## src/design/sct_pkg.sv

```systemverilog
// Constants, register map and carrier types of the synchronised system clock.
// Shared by the clock core and the minute-pulse front end; nothing is imported.
package sct_pkg;

  // Clock rate and the millisecond tick derived from it
  localparam int CLK_MHZ          = 250;
  localparam int TICK_MS          = 1;
  localparam int TICK_CYCLES_DFLT = TICK_MS * 1000 * CLK_MHZ;

  // Register byte offsets
  localparam logic [7:0] OFS_TRIM   = 8'h00;
  localparam logic [7:0] OFS_PSEL   = 8'h04;
  localparam logic [7:0] OFS_OFFSET = 8'h08;
  localparam logic [7:0] OFS_UTC    = 8'h0c;
  localparam logic [7:0] OFS_TIME   = 8'h10;
  localparam logic [7:0] OFS_SRC    = 8'h14;
  localparam logic [7:0] OFS_COUNT  = 8'h18;
  localparam logic [7:0] OFS_DEV    = 8'h1c;
  localparam logic [7:0] OFS_FILT   = 8'h20;

  // Field positions and widths
  localparam int TRIM_W          = 11;
  localparam int TRIM_SIGN_BIT   = 16;
  localparam int UTC_W           = 12;
  localparam int UTC_SUMMER_BIT  = 16;
  localparam int OFFSET_W        = 25;
  localparam int PSEL_W          = 4;

  // Reset values
  localparam logic signed [TRIM_W-1:0]   TRIM_RST   = 11'sh000;
  localparam logic                       DRIFT_RST  = 1'b0;
  localparam logic [PSEL_W-1:0]          PSEL_RST   = 4'h0;
  localparam logic signed [OFFSET_W-1:0] OFFSET_RST = 25'sh0000000;
  localparam logic signed [UTC_W-1:0]    UTC_RST    = 12'sh000;
  localparam logic [31:0]                TIME_RST   = 32'h0000_0000;

  // Drift sign encoding
  localparam logic DRIFT_LEAD = 1'b0;
  localparam logic DRIFT_LAG  = 1'b1;

  // Limits and timing, in milliseconds, seconds or hundredths of an hour
  localparam logic signed [TRIM_W-1:0]   TRIM_MAX       = 11'sd1000;
  localparam logic signed [UTC_W-1:0]    UTC_MAX        = 12'sd1500;
  localparam logic signed [OFFSET_W-1:0] OFFSET_MAX     = 25'sd10000000;
  localparam logic signed [31:0]         DEV_MAX        = 32'sd32767;
  localparam logic signed [15:0]         FILT_MAX       = 16'sd125;
  localparam int                         FILT_SHIFT     = 2;
  localparam logic signed [31:0]         STEP_LIMIT_MS  = 32'sd4000;
  localparam logic [16:0]                TIMEOUT_MS     = 17'd90000;
  localparam logic [31:0]                MS_PER_MIN     = 32'd60000;
  localparam logic [31:0]                MS_HALF_MIN    = 32'd30000;
  localparam logic [9:0]                 MS_PER_SEC     = 10'd1000;
  localparam logic signed [31:0]         MS_PER_CHOUR   = 32'sd36000;
  localparam logic [31:0]                SUMMER_MS      = 32'd3600000;
  localparam int                         MIN_PULSE_MS   = 50;

  // Reported time source
  typedef enum logic [3:0] {
    SRC_INTERNAL   = 4'h0,
    SRC_DIGITAL    = 4'h1,
    SRC_NTP        = 4'h2,
    SRC_SERIAL     = 4'h3,
    SRC_MODBUS     = 4'h4,
    SRC_MODBUS_TCP = 4'h5,
    SRC_PROFIBUS   = 4'h6,
    SRC_IEC101     = 4'h7,
    SRC_IEC103     = 4'h8,
    SRC_DNP3       = 4'h9,
    SRC_TIMECODE   = 4'ha
  } sct_source_e;

  // Decoded time message from a protocol or timecode receiver
  typedef struct packed {
    logic        valid;
    sct_source_e source;
    logic [31:0] msTime;
  } sct_event_s;

endpackage : sct_pkg

```

## src/design/sct_pulse_edge.sv

```systemverilog
// Minute-pulse front end: synchronises every pulse input and flags a rising
// edge of the one chosen by the selector. Inputs are asynchronous pins.
`timescale 1ns/1ps
module sct_pulse_edge #(
  parameter int NUM_IN = 8
) (
  // Clock and reset
  input  wire logic                      clk,
  input  wire logic                      rst_b,
  // Pulse pins and selection, 0 means none
  input  wire logic [NUM_IN-1:0]         pulseIn,
  input  wire logic [sct_pkg::PSEL_W-1:0] pulseSelect,
  // One-cycle rising edge of the selected input
  output logic                           pulseRise
);

  logic [NUM_IN-1:0] meta;
  logic [NUM_IN-1:0] stable;
  logic              selLevel;
  logic              prevLevel;
  logic              next_selLevel;
  logic              next_prevLevel;
  logic              next_pulseRise;

  genvar gi;
  generate
    for (gi = 0; gi < NUM_IN; gi++)
    begin : g_sync
      always_ff @(posedge clk or negedge rst_b)
      begin
        if (!rst_b)
        begin
          meta[gi]   <= 1'b0;
          stable[gi] <= 1'b0;
        end
        else
        begin
          meta[gi]   <= pulseIn[gi];
          stable[gi] <= meta[gi];
        end
      end
    end
  endgenerate

  always_comb
  begin
    next_selLevel = 1'b0;
    for (int i = 0; i < NUM_IN; i++)
    begin
      if (pulseSelect == sct_pkg::PSEL_W'(i + 1))
        next_selLevel = stable[i];
    end
    next_prevLevel = selLevel;
    // A change of selector can fake one edge; harmless, it is one sync event
    next_pulseRise = selLevel & ~prevLevel;
  end

  always_ff @(posedge clk or negedge rst_b)
  begin
    if (!rst_b)
    begin
      selLevel  <= 1'b0;
      prevLevel <= 1'b0;
      pulseRise <= 1'b0;
    end
    else
    begin
      selLevel  <= next_selLevel;
      prevLevel <= next_prevLevel;
      pulseRise <= next_pulseRise;
    end
  end

endmodule : sct_pulse_edge

```

## src/design/sct_clock_sync.sv

```systemverilog
// Millisecond system clock disciplined by minute pulses or decoded time messages,
// with deviation filtering, gradual correction, drift trim and its learning.
// Assumes an APB master on the same clock and decoders that deliver one-cycle events.
`timescale 1ns/1ps
module sct_clock_sync #(
  parameter int TICK_CYCLES  = sct_pkg::TICK_CYCLES_DFLT,
  parameter int NUM_PULSE_IN = 8
) (
  // Clock and reset
  input  wire logic               clk,
  input  wire logic               rst_b,
  // APB slave
  input  wire logic               psel,
  input  wire logic               penable,
  input  wire logic               pwrite,
  input  wire logic [7:0]         paddr,
  input  wire logic [31:0]        pwdata,
  output logic [31:0]             prdata,
  output logic                    pready,
  output logic                    pslverr,
  // Minute pulse pins
  input  wire logic [NUM_PULSE_IN-1:0] pulseIn,
  // Decoded message or timecode event
  input  wire sct_pkg::sct_event_s srcEvent,
  input  wire logic               timecodeFitted,
  // Clock state
  output logic [31:0]             sysTime,
  output logic                    msTick,
  output sct_pkg::sct_source_e    activeTimeSource
);

  localparam int TW = $clog2(TICK_CYCLES);
  localparam logic [TW-1:0] TICK_LAST = TW'(TICK_CYCLES - 1);

  generate
    if (TICK_CYCLES < 2 || NUM_PULSE_IN < 1 || NUM_PULSE_IN > 15)
    begin : g_bad
      $error("sct_clock_sync: unsupported parameter value");
    end
  endgenerate

  // Settings
  logic signed [sct_pkg::TRIM_W-1:0]   trimInterval;
  logic                                driftSign;
  logic [sct_pkg::PSEL_W-1:0]          pulseInputSelect;
  logic signed [sct_pkg::OFFSET_W-1:0] sourceOffsetComp;
  logic signed [sct_pkg::UTC_W-1:0]    utcOffsetHours;
  logic                                summerTimeEnable;
  logic signed [sct_pkg::TRIM_W-1:0]   next_trimInterval;
  logic                                next_driftSign;
  logic [sct_pkg::PSEL_W-1:0]          next_pulseInputSelect;
  logic signed [sct_pkg::OFFSET_W-1:0] next_sourceOffsetComp;
  logic signed [sct_pkg::UTC_W-1:0]    next_utcOffsetHours;
  logic                                next_summerTimeEnable;
  logic [31:0]                         next_prdata;

  // Core state
  logic [TW-1:0]        tickCnt;
  logic [9:0]           msInSec;
  logic [9:0]           secCnt;
  logic signed [15:0]   pend;
  logic [15:0]          syncEventCount;
  logic signed [15:0]   rawDeviation;
  logic signed [15:0]   filteredDeviation;
  logic [16:0]          quietMs;
  logic                 learnStrobe;
  logic                 learnLead;
  logic [TW-1:0]        next_tickCnt;
  logic [9:0]           next_msInSec;
  logic [9:0]           next_secCnt;
  logic signed [15:0]   next_pend;
  logic [15:0]          next_syncEventCount;
  logic signed [15:0]   next_rawDeviation;
  logic signed [15:0]   next_filteredDeviation;
  logic [16:0]          next_quietMs;
  logic                 next_learnStrobe;
  logic                 next_learnLead;
  logic [31:0]          next_sysTime;
  logic                 next_msTick;
  sct_pkg::sct_source_e next_activeTimeSource;

  logic        pulseRise;
  logic        apbWrite;
  logic        apbSetup;
  logic        addrHit;
  logic [9:0]  trimMag;

  assign apbWrite = psel & penable & pwrite;
  assign apbSetup = psel & ~penable;
  assign pready   = 1'b1;
  assign pslverr  = psel & penable & ~addrHit;
  assign trimMag  = trimInterval[sct_pkg::TRIM_W-1] ? 10'(-trimInterval) : 10'(trimInterval);

  always_comb
  begin
    case (paddr)
      sct_pkg::OFS_TRIM, sct_pkg::OFS_PSEL, sct_pkg::OFS_OFFSET, sct_pkg::OFS_UTC, sct_pkg::OFS_TIME,
      sct_pkg::OFS_SRC, sct_pkg::OFS_COUNT, sct_pkg::OFS_DEV, sct_pkg::OFS_FILT: addrHit = 1'b1;
      default: addrHit = 1'b0;
    endcase
  end

  sct_pulse_edge #(
    .NUM_IN      (NUM_PULSE_IN)
  ) u_pulse (
    .clk         (clk),
    .rst_b       (rst_b),
    .pulseIn     (pulseIn),
    .pulseSelect (pulseInputSelect),
    .pulseRise   (pulseRise)
  );

  // Settings: software writes, learned trim, read data
  always_comb
  begin
    next_trimInterval     = trimInterval;
    next_driftSign        = driftSign;
    next_pulseInputSelect = pulseInputSelect;
    next_sourceOffsetComp = sourceOffsetComp;
    next_utcOffsetHours   = utcOffsetHours;
    next_summerTimeEnable = summerTimeEnable;
    next_prdata           = prdata;
    if (apbWrite && paddr == sct_pkg::OFS_TRIM)
    begin
      if ($signed(pwdata[sct_pkg::TRIM_W-1:0]) > sct_pkg::TRIM_MAX)
        next_trimInterval = sct_pkg::TRIM_MAX;
      else if ($signed(pwdata[sct_pkg::TRIM_W-1:0]) < -sct_pkg::TRIM_MAX)
        next_trimInterval = -sct_pkg::TRIM_MAX;
      else
        next_trimInterval = $signed(pwdata[sct_pkg::TRIM_W-1:0]);
      next_driftSign = pwdata[sct_pkg::TRIM_SIGN_BIT];
    end
    else if (learnStrobe)
    begin
      // Small steps per sync: convergence over days is intended
      if (trimMag == 10'd0)
      begin
        next_trimInterval = sct_pkg::TRIM_MAX;
        next_driftSign    = learnLead ? sct_pkg::DRIFT_LEAD : sct_pkg::DRIFT_LAG;
      end
      else if ((driftSign == sct_pkg::DRIFT_LEAD) == learnLead)
        next_trimInterval = (trimMag > 10'd1) ? sct_pkg::TRIM_W'(trimMag - 10'd1) : sct_pkg::TRIM_W'(trimMag);
      else if (trimMag >= 10'(sct_pkg::TRIM_MAX))
        next_driftSign = ~driftSign;
      else
        next_trimInterval = sct_pkg::TRIM_W'(trimMag + 10'd1);
    end
    if (apbWrite && paddr == sct_pkg::OFS_PSEL)
      next_pulseInputSelect = pwdata[sct_pkg::PSEL_W-1:0];
    if (apbWrite && paddr == sct_pkg::OFS_OFFSET)
    begin
      if ($signed(pwdata[sct_pkg::OFFSET_W-1:0]) > sct_pkg::OFFSET_MAX)
        next_sourceOffsetComp = sct_pkg::OFFSET_MAX;
      else if ($signed(pwdata[sct_pkg::OFFSET_W-1:0]) < -sct_pkg::OFFSET_MAX)
        next_sourceOffsetComp = -sct_pkg::OFFSET_MAX;
      else
        next_sourceOffsetComp = $signed(pwdata[sct_pkg::OFFSET_W-1:0]);
    end
    if (apbWrite && paddr == sct_pkg::OFS_UTC)
    begin
      if ($signed(pwdata[sct_pkg::UTC_W-1:0]) > sct_pkg::UTC_MAX)
        next_utcOffsetHours = sct_pkg::UTC_MAX;
      else if ($signed(pwdata[sct_pkg::UTC_W-1:0]) < -sct_pkg::UTC_MAX)
        next_utcOffsetHours = -sct_pkg::UTC_MAX;
      else
        next_utcOffsetHours = $signed(pwdata[sct_pkg::UTC_W-1:0]);
      next_summerTimeEnable = pwdata[sct_pkg::UTC_SUMMER_BIT];
    end
    if (apbSetup)
    begin
      case (paddr)
        sct_pkg::OFS_TRIM:   next_prdata = {15'h0000, driftSign, {(16 - sct_pkg::TRIM_W){trimInterval[10]}},
                                            trimInterval};
        sct_pkg::OFS_PSEL:   next_prdata = {28'h000_0000, pulseInputSelect};
        sct_pkg::OFS_OFFSET: next_prdata = {{(32 - sct_pkg::OFFSET_W){sourceOffsetComp[24]}}, sourceOffsetComp};
        sct_pkg::OFS_UTC:    next_prdata = {15'h0000, summerTimeEnable, {4{utcOffsetHours[11]}}, utcOffsetHours};
        sct_pkg::OFS_TIME:   next_prdata = sysTime;
        sct_pkg::OFS_SRC:    next_prdata = {28'h000_0000, activeTimeSource};
        sct_pkg::OFS_COUNT:  next_prdata = {16'h0000, syncEventCount};
        sct_pkg::OFS_DEV:    next_prdata = {{16{rawDeviation[15]}}, rawDeviation};
        sct_pkg::OFS_FILT:   next_prdata = {{16{filteredDeviation[15]}}, filteredDeviation};
        default:             next_prdata = 32'h0000_0000;
      endcase
    end
  end

  always_ff @(posedge clk or negedge rst_b)
  begin
    if (!rst_b)
    begin
      trimInterval     <= sct_pkg::TRIM_RST;
      driftSign        <= sct_pkg::DRIFT_RST;
      pulseInputSelect <= sct_pkg::PSEL_RST;
      sourceOffsetComp <= sct_pkg::OFFSET_RST;
      utcOffsetHours   <= sct_pkg::UTC_RST;
      summerTimeEnable <= 1'b0;
      prdata           <= 32'h0000_0000;
    end
    else
    begin
      trimInterval     <= next_trimInterval;
      driftSign        <= next_driftSign;
      pulseInputSelect <= next_pulseInputSelect;
      sourceOffsetComp <= next_sourceOffsetComp;
      utcOffsetHours   <= next_utcOffsetHours;
      summerTimeEnable <= next_summerTimeEnable;
      prdata           <= next_prdata;
    end
  end

  // Core: tick, trim, sync events, deviation, filter, timeout
  logic               tickDone;
  logic               trimDue;
  logic               msgOk;
  logic               evValid;
  logic [31:0]        rem;
  logic [31:0]        refBase;
  logic [31:0]        refTime;
  logic signed [31:0] devFull;
  logic signed [31:0] devSat;
  logic signed [15:0] fNew;
  logic signed [15:0] pendWork;
  logic [1:0]         step;

  always_comb
  begin
    next_tickCnt           = tickCnt;
    next_msInSec           = msInSec;
    next_secCnt            = secCnt;
    next_syncEventCount    = syncEventCount;
    next_rawDeviation      = rawDeviation;
    next_filteredDeviation = filteredDeviation;
    next_quietMs           = quietMs;
    next_activeTimeSource  = activeTimeSource;
    next_learnStrobe       = 1'b0;
    next_learnLead         = learnLead;
    tickDone = (tickCnt == TICK_LAST);
    next_msTick = tickDone;
    next_tickCnt = tickDone ? '0 : tickCnt + TW'(1);
    trimDue = 1'b0;
    if (tickDone)
    begin
      next_msInSec = (msInSec == sct_pkg::MS_PER_SEC - 10'd1) ? 10'd0 : msInSec + 10'd1;
      if (msInSec == sct_pkg::MS_PER_SEC - 10'd1)
      begin
        next_secCnt = secCnt + 10'd1;
        if (trimMag != 10'd0 && secCnt + 10'd1 >= trimMag)
        begin
          next_secCnt = 10'd0;
          trimDue = 1'b1;
        end
      end
    end
    // Trim goes through the same slip path as sync corrections
    pendWork = pend;
    if (trimDue)
      pendWork = (driftSign == sct_pkg::DRIFT_LAG) ? pend + 16'sd1 : pend - 16'sd1;
    step = 2'd0;
    if (tickDone)
    begin
      if (pendWork < 0)
      begin
        step = 2'd0;
        pendWork = pendWork + 16'sd1;
      end
      else if (pendWork > 0)
      begin
        step = 2'd2;
        pendWork = pendWork - 16'sd1;
      end
      else
        step = 2'd1;
    end
    next_pend = pendWork;
    next_sysTime = sysTime + 32'(step);
    // Sync event and reference time
    msgOk = srcEvent.valid && srcEvent.source != sct_pkg::SRC_INTERNAL && srcEvent.source != sct_pkg::SRC_DIGITAL
            && srcEvent.source <= sct_pkg::SRC_TIMECODE
            && (srcEvent.source != sct_pkg::SRC_TIMECODE || timecodeFitted);
    evValid = pulseRise | msgOk;
    rem = sysTime % sct_pkg::MS_PER_MIN;
    if (pulseRise)
      refBase = (rem < sct_pkg::MS_HALF_MIN) ? sysTime - rem : sysTime + (sct_pkg::MS_PER_MIN - rem);
    else if (srcEvent.source == sct_pkg::SRC_NTP)
      refBase = srcEvent.msTime + 32'(32'(utcOffsetHours) * sct_pkg::MS_PER_CHOUR)
                + (summerTimeEnable ? sct_pkg::SUMMER_MS : 32'd0);
    else
      refBase = srcEvent.msTime;
    refTime = refBase + 32'(sourceOffsetComp);
    devFull = $signed(sysTime - refTime);
    if (devFull > sct_pkg::DEV_MAX)
      devSat = sct_pkg::DEV_MAX;
    else if (devFull < -sct_pkg::DEV_MAX)
      devSat = -sct_pkg::DEV_MAX;
    else
      devSat = devFull;
    fNew = filteredDeviation + 16'((devSat - 32'(filteredDeviation)) >>> sct_pkg::FILT_SHIFT);
    if (fNew > sct_pkg::FILT_MAX)
      fNew = sct_pkg::FILT_MAX;
    else if (fNew < -sct_pkg::FILT_MAX)
      fNew = -sct_pkg::FILT_MAX;
    if (evValid)
    begin
      next_syncEventCount   = syncEventCount + 16'd1;
      next_activeTimeSource = pulseRise ? sct_pkg::SRC_DIGITAL : srcEvent.source;
      next_quietMs          = 17'd0;
      next_rawDeviation     = 16'(devSat);
      if (devFull >= sct_pkg::STEP_LIMIT_MS || devFull <= -sct_pkg::STEP_LIMIT_MS)
      begin
        // Large error: jump; besides an OFS_TIME write, the only path allowed to move backwards
        next_sysTime = refTime;
        next_pend    = 16'sd0;
      end
      else
      begin
        // Positive deviation means leading: pay it back as skipped ticks
        next_filteredDeviation = fNew;
        next_pend              = pendWork - fNew;
        next_learnStrobe       = (fNew != 16'sd0) && (activeTimeSource != sct_pkg::SRC_INTERNAL);
        next_learnLead         = fNew > 16'sd0;
      end
    end
    else if (tickDone && activeTimeSource != sct_pkg::SRC_INTERNAL)
    begin
      next_quietMs = quietMs + 17'd1;
      if (quietMs + 17'd1 >= sct_pkg::TIMEOUT_MS)
        next_activeTimeSource = sct_pkg::SRC_INTERNAL;
    end
    if (apbWrite && paddr == sct_pkg::OFS_TIME)
    begin
      next_sysTime = pwdata;
      next_pend    = 16'sd0;
    end
  end

  always_ff @(posedge clk or negedge rst_b)
  begin
    if (!rst_b)
    begin
      tickCnt           <= '0;
      msInSec           <= 10'd0;
      secCnt            <= 10'd0;
      pend              <= 16'sd0;
      syncEventCount    <= 16'h0000;
      rawDeviation      <= 16'sh0000;
      filteredDeviation <= 16'sh0000;
      quietMs           <= 17'd0;
      learnStrobe       <= 1'b0;
      learnLead         <= 1'b0;
      sysTime           <= sct_pkg::TIME_RST;
      msTick            <= 1'b0;
      activeTimeSource  <= sct_pkg::SRC_INTERNAL;
    end
    else
    begin
      tickCnt           <= next_tickCnt;
      msInSec           <= next_msInSec;
      secCnt            <= next_secCnt;
      pend              <= next_pend;
      syncEventCount    <= next_syncEventCount;
      rawDeviation      <= next_rawDeviation;
      filteredDeviation <= next_filteredDeviation;
      quietMs           <= next_quietMs;
      learnStrobe       <= next_learnStrobe;
      learnLead         <= next_learnLead;
      sysTime           <= next_sysTime;
      msTick            <= next_msTick;
      activeTimeSource  <= next_activeTimeSource;
    end
  end

endmodule : sct_clock_sync

```

## config.mk

```make
export PLATFORM = sky130hd
export DESIGN_NAME = sct_clock_sync
export DESIGN_NICKNAME = d
export VERILOG_FILES = /design/src/design/sct_pkg.sv /design/src/design/sct_pulse_edge.sv /design/src/design/sct_clock_sync.sv
export SDC_FILE = /design/constraint.sdc
export NUM_CORES = 2
export LEC_CHECK = 0
export BUFFER_PORTS_ARGS = -buffer_cell sky130_fd_sc_hd__buf_4
export CORE_AREA = 2 2 358 360
export CTS_CLUSTER_DIAMETER = 60
export CTS_CLUSTER_SIZE = 40
export DETAILED_ROUTE_END_ITERATION = 16
export DIE_AREA = 0 0 360 362
export PLACE_DENSITY = 0.48
export RECOVER_POWER = 50
export REMOVE_ABC_BUFFERS = 1
export SYNTH_ARGS = -nofsm -noshare
export SYNTH_HDL_FRONTEND = slang
export SYNTH_SLANG_ARGS = --single-unit
```

## constraint.sdc

```tcl
create_clock -name clk -period 44.8 [get_ports clk]
set_input_delay 8.96 -clock clk [delete_from_list [all_inputs] [get_ports clk]]
set_output_delay 8.96 -clock clk [all_outputs]
set_load 0.02 [all_outputs]
```

Word-level counts from Yosys, hierarchy flattened
Cells that the tools add are included.

cells by class
  shifts and indexed selects = 0
  mux-type cells = 65
  $add $sub $neg = 23
  multiply operators = 1
  equality and inequality tests = 24
  divide/modulo/power cells = 1
  reductions and logical operators = 30
  magnitude comparators = 21
  bitwise operators = 11

operators by type and width
  operator                count
  $pmux 32 s9             1
  $mux 32                 6
  $mux 16                 10
  $add 32x32->32          3
  $mux 11                 8
  $sub 32x32->32          2
  $mux 18                 3
  $mux 25                 2
  $mux 17                 2
  $add 16x2->16 const B   2
  $add 32x2->32           1
  $add 32x22->32          1
  $eq 8x5->1 const B      4
  $ge 32x13->1 const B    1
  $gt 16x1->1 const B     2
  $gt 32x16->1 const B    1
  $le 32x13->1 const B    1
  $lt 32x15->1 const B    1
  $lt 32x16->1 const B    1
  $mod 32x16->32 const B  1
  $sub 16x2->16 const B   2
  $sub 16x32->32 const A  1
  $mux 10                 3
  $gt 25x25->1 const B    1
  other kinds (57)        116

storage, ports and cells
  input bits = 91
  bits in read-only memories = 0
  RAM bits = 0
  output and inout port bits = 71
  latch bits = 0
  memories = 0
  register bits after elaboration = 263
  word-level logic and storage cells = 215

Logic depth before layout (Yosys ltp)
  word-level depth = 19
  mapped depth = 173
  mapped depth without buffers = 155

Cells and area by module
From an unflattened synthesis, not the netlist that was laid out.

second synthesis, totals
  cell total of the unflattened synthesis = 4719
  area, all modules = 36475.0 um^2

by module, submodules not included
  module          instances  area an instance (um^2)  cells an instance
  sct_clock_sync  1          35896.9                  4688
  sct_pulse_edge  1          578.1                    31

Worst setup path before layout
No wires, ideal clock.

  path kind = reg-to-reg
  from = reg sysTime[23]
  to = reg pend[15]
  period minus slack after synthesis = 35006 ps
  cell stages (with the launch flop) = 154
  arrival time = 34874 ps
  data required time = 44668 ps
  path buffers = 6
  setup time = 132 ps
  slack = 9794 ps
  cell sequence = dfrtp_1 > or3_1 > nor4_4 > o21a_2 > o21ai_2 > mux2_4 > a31o_1 > buf_2 > and4_1 > or3_1 > buf_2 > or4_4 > a41oi_1 > o22ai_1 > o211a_2 > o31ai_2 > and2_1 > clkbuf_1 > [... 118 more ...] > o21ai_0 > nand2b_1 > a21o_1 > a21o_1 > a21o_1 > a21o_1 > a21o_1 > a21o_1 > a21o_1 > a21o_1 > a21o_1 > a21o_1 > a21o_1 > a21oi_1 > xnor3_1 > nor3b_1 > a21oi_1 > nor2_1

between the ends
  cells in the longest elaborated chain, start to end = 19
  elaborated cells between the ends (all ways) = 26

ends and longest elaborated chain
  element                 line                   RTL
  start, declared         sct_clock_sync.sv:27   output logic [31:0] sysTime,
  start signal, assigned  sct_clock_sync.sv:350  sysTime <= sct_pkg::TIME_RST;
  start signal, assigned  sct_clock_sync.sv:366  sysTime <= next_sysTime;
  $mod 32x16->32          sct_clock_sync.sv:281  rem = sysTime % sct_pkg::MS_PER_MIN;
  $sub 16x32->32          sct_clock_sync.sv:283  refBase = (rem < sct_pkg::MS_HALF_MIN) ? sysTime - rem : sysTime + (sct_pkg::MS_PER_MIN - rem);
  $add 32x32->32          sct_clock_sync.sv:283
  $mux 32                 sct_clock_sync.sv:283
  $mux 32                 sct_clock_sync.sv:282  if (pulseRise)
  $add 32x32->32          sct_clock_sync.sv:289  refTime = refBase + 32'(sourceOffsetComp);
  $sub 32x32->32 *        sct_clock_sync.sv:290  devFull = $signed(sysTime - refTime);
  $lt 32x16->1            sct_clock_sync.sv:293  else if (devFull < -sct_pkg::DEV_MAX)
  [... 2 more ...]        n/a
  via devSat[15]          sct_clock_sync.sv:220  logic signed [31:0] devSat;
  [... 2 more ...]        n/a
  $lt 16x8->1             sct_clock_sync.sv:300  else if (fNew < -sct_pkg::FILT_MAX)
  $mux 16                 sct_clock_sync.sv:300
  $mux 16 *               sct_clock_sync.sv:298  if (fNew > sct_pkg::FILT_MAX)
  $sub 16x16->16 *        sct_clock_sync.sv:318  next_pend = pendWork - fNew;
  $mux 16 *               sct_clock_sync.sv:308  if (devFull >= sct_pkg::STEP_LIMIT_MS || devFull <= -sct_pkg::STEP_LIMIT_MS)
  $mux 16 *               sct_clock_sync.sv:302  if (evValid)
  $mux 16 *               sct_clock_sync.sv:329  if (apbWrite && paddr == sct_pkg::OFS_TIME)
  via next_pend[15]       sct_clock_sync.sv:71   logic signed [15:0] next_pend;
  end signal, assigned    sct_clock_sync.sv:359  pend <= next_pend;
  end, declared           sct_clock_sync.sv:61   logic signed [15:0] pend;

The timed path passes the listed nets; every way through them passes the cells marked *.
A chain may end at the register's enable or synchronous reset.

Final worst setup path
Same ends and word-level chain as after synthesis.

==> metrics.csv <==
stage,metric,value,unit
placement,RD Place Congestion,0.896,
clock_tree,Clock Pin Slew Worst Setup and Hold Paths,0.08,ns
setup_path,Worst setup EP type,flip-flop,
synthesis,Gate Count Post-Synth,4842,
synthesis,syn_area_per_cell,7.80,um2
setup_path,CP top delay family,compound AO/OA/AOI/OAI gates,
synthesis,"Seq/Total Area, Yosys",0.174,
clock_tree,CTS H-tree depth,2,
clock_tree,worst-skew pair later-pin latency,0.63,ns
hold_path,Hold Path Cell Cnt,0,
synthesis,Syn. warnings,0,
die,Die Area,130000,um2
synthesis,cell type with the largest total area after synthesis,dfrtp_1,
setup_path,Critical Path Max Stage Delay,0.68,ns
die,Rows,131,
clock_tree,CTS Buf Count,35,
hold_path,hold path endpoint,u_pulse.stable[7]$_DFF_PN0_,
clock_tree,clock tree buffer depth,3,
synthesis,Synth Cell Area,37800,um2
setup_path,crit-path max FO,50,
sta,Setup Skew,0.0595,ns
setup_path,Most Frequent Cell on Critical Path,a21o_1,
setup_path,cells on worst reg2reg path,154,
job,max-cap violations,2,
routing,Routed WL,134000,um
setup_path,crit path buf inv count,7,
hold_path,hold path start,u_pulse.meta[7]$_DFF_PN0_,
setup_path,Setup CP Type,reg2reg,
synthesis,Post-synth ARST share,1.00,
placement,port bufs,160,
synthesis,area share of the largest cell type after synthesis,0.174,
finish,ant diodes,0,
global_routing,antenna violations before repair,5,
synthesis,main flop type after synthesis,dfrtp_1,
sta,highest clock rate,24.2,MHz
setup_path,worst r2r src,sysTime[23]$_DFF_PN0_,
setup_path,R2R Setup Slk,3.42,ns
routing,Avg WL per Cell,20.4,um
finish,layout cells sized above 1,0.101,
routing,vias per cell,5.49,
sta,# setup viols final,0,
die,Die Y,362,um
sta,Slew Limit Headroom,-4.28,
synthesis,Synth Register Bits,263,
global_routing,GRT overflow,0,
sta,post-layout min period,41.38,ns
setup_path,r2r endpoint,pend[15]$_DFF_PN0_,
sta,"Slew Viols, Final",266,
routing,DRC,0,
sta,TNS Setup,0,ns
placement,dpl hpwl,105000,um
sta,Slew @ Worst Pin,7.92,ns
clock_tree,CTS Root Cell,clkbuf_16,
die,Core Box Area,127000,um2
hold_path,worst hold path type,reg2reg,
finish,final core utilization,0.331,
finish,Synth-to-Final Area Change,11.0,%
routing,via count,36169,
routing,Pre-Repair DR Iteration Count,6,
synthesis,most instantiated library cell after synthesis,nand2_1,
die,die width,360,um
die,I/O pins,162,
global_routing,largest net degree at the start of global routing,144,
global_routing,vias in the first global route,34634,
routing,DRT iter0 DRCs,2746,
setup_path,CP required,45.23,ns
routing,Final ANT Viol Nets,0,
synthesis,Post-synth EDFFs,0,
setup_path,CP Launch Type,flip-flop,
sta,RSZ-0062 raised after global routing,false,
synthesis,main area contributors after synthesis,"dfrtp_1 17%, ha_1 10%, xnor2_1 8.0%",
synthesis,library cells used by synthesis,146,
setup_path,Critical Path AT,41.82,ns
setup_path,Crit-path slowest cell,dfrtp_1,
synthesis,Synth top cells by count,"472 x nand2_1, 395 x nor2_1, 382 x a21oi_1, 345 x xnor2_1, 308 x ha_1",
clock_tree,CTS tree,built,
die,starting density of the core,0.298,
clock_tree,clk sinks,263,
finish,Layout Nets,5360,
outcome,failing checks,"max-capacitance violations, max-slew violations",
global_routing,global-route wire length before repair,210000,um
clock_tree,post-CTS setup buffer count,0,
sta,final worst path period share,0.924,
outcome,outcome,finished with violations,
global_routing,GRT Util Overall,0.201,
sta,final number of hold-violating endpoints,0,
==> metal layers <==
metal	wire (um)	global-route usage
met4	2580	0.0415
met1	65100	0.292
met2	59400	0.319
met5	13	0
met3	7220	0.0218
==> area by class of cell <==
type,count,area (um2)
clock inverter,26,449
sequential,263,6580
fill,13544,84800
inverter,303,1140
tap,1662,2080
multi-input combinational,4088,29300
clock buffer,37,893
timing repair buffer,211,1500
==> placed cells by master (no fill, tap or decap), types with 41 or more instances in the layout <==
master	instances
a21o_1	112
a21oi_1	382
a31oi_1	47
and3_1	46
buf_4	180
dfrtp_1	262
fa_1	59
ha_1	308
inv_1	293
mux2_2	61
mux2i_1	56
nand2_1	470
nand2b_1	55
nand3_1	136
nand4_1	46
nor2_1	395
nor2b_1	47
nor3_1	122
nor4_1	41
o21a_1	42
o21ai_0	289
o21ai_1	53
o21bai_1	98
xnor2_1	343
xor2_1	133
==> state kept, by name (all words and copies together) (netlist names), 17 cells and up <==
register          count
tickCnt              18
quietMs              17
prdata               32
sysTime              32
sourceOffsetComp     25
==> cell families (layout without fill, tap and decap cells) <==
family          Yosys count  after routing  synth area share
compound gates         1481           1481             0.271
buf+inv                 515            577            0.0562
mux                     133            133            0.0408
simple gates           1556           1556             0.199
fa+ha+maj               404            404             0.143
other cells               2             26          0.000199
xor+xnor                488            488             0.116
flops                   263            263             0.174
==> per-stage QoR <==
stage               worst slack [ns]  instance area, um2  hold WS, ns  cells
finish                          3.42               41900        0.333   6590
global route                   0.190               41900        0.333   6590
CTS                             2.38               41900        0.331   6590
detailed placement              2.58               40600        0.336   6527
global placement                3.33               40600        0.332   6527
floorplan                       3.65               36900        0.331   4654
==> worst max-delay path by stage <==
stage / from / to / slack (ns) / cells past startpoint
3_5_place_dp: sysTime[3]$_DFF_PN0_ / pend[15]$_DFF_PN0_ / 2.58 / 152
5_1_grt: sysTime[23]$_DFF_PN0_ / pend[15]$_DFF_PN0_ / 0.19 / 153
2_1_floorplan: sysTime[23]$_DFF_PN0_ / pend[15]$_DFF_PN0_ / 3.65 / 147
6_report: sysTime[23]$_DFF_PN0_ / pend[15]$_DFF_PN0_ / 3.42 / 154
4_1_cts: sysTime[3]$_DFF_PN0_ / pend[15]$_DFF_PN0_ / 2.38 / 152
3_3_place_gp: sysTime[28]$_DFF_PN0_ / pend[15]$_DFF_PN0_ / 3.33 / 152
==> what timing repair did <==
action | 4_1_cts | 5_1_grt
resized for setup | 0 | 14
endpoints found under the setup margin | 0 | 7
hold buffers | 0 | 0
Power is not shown: default switching activity piles up to over one toggle a cycle in this logic, so the estimate is an artifact.
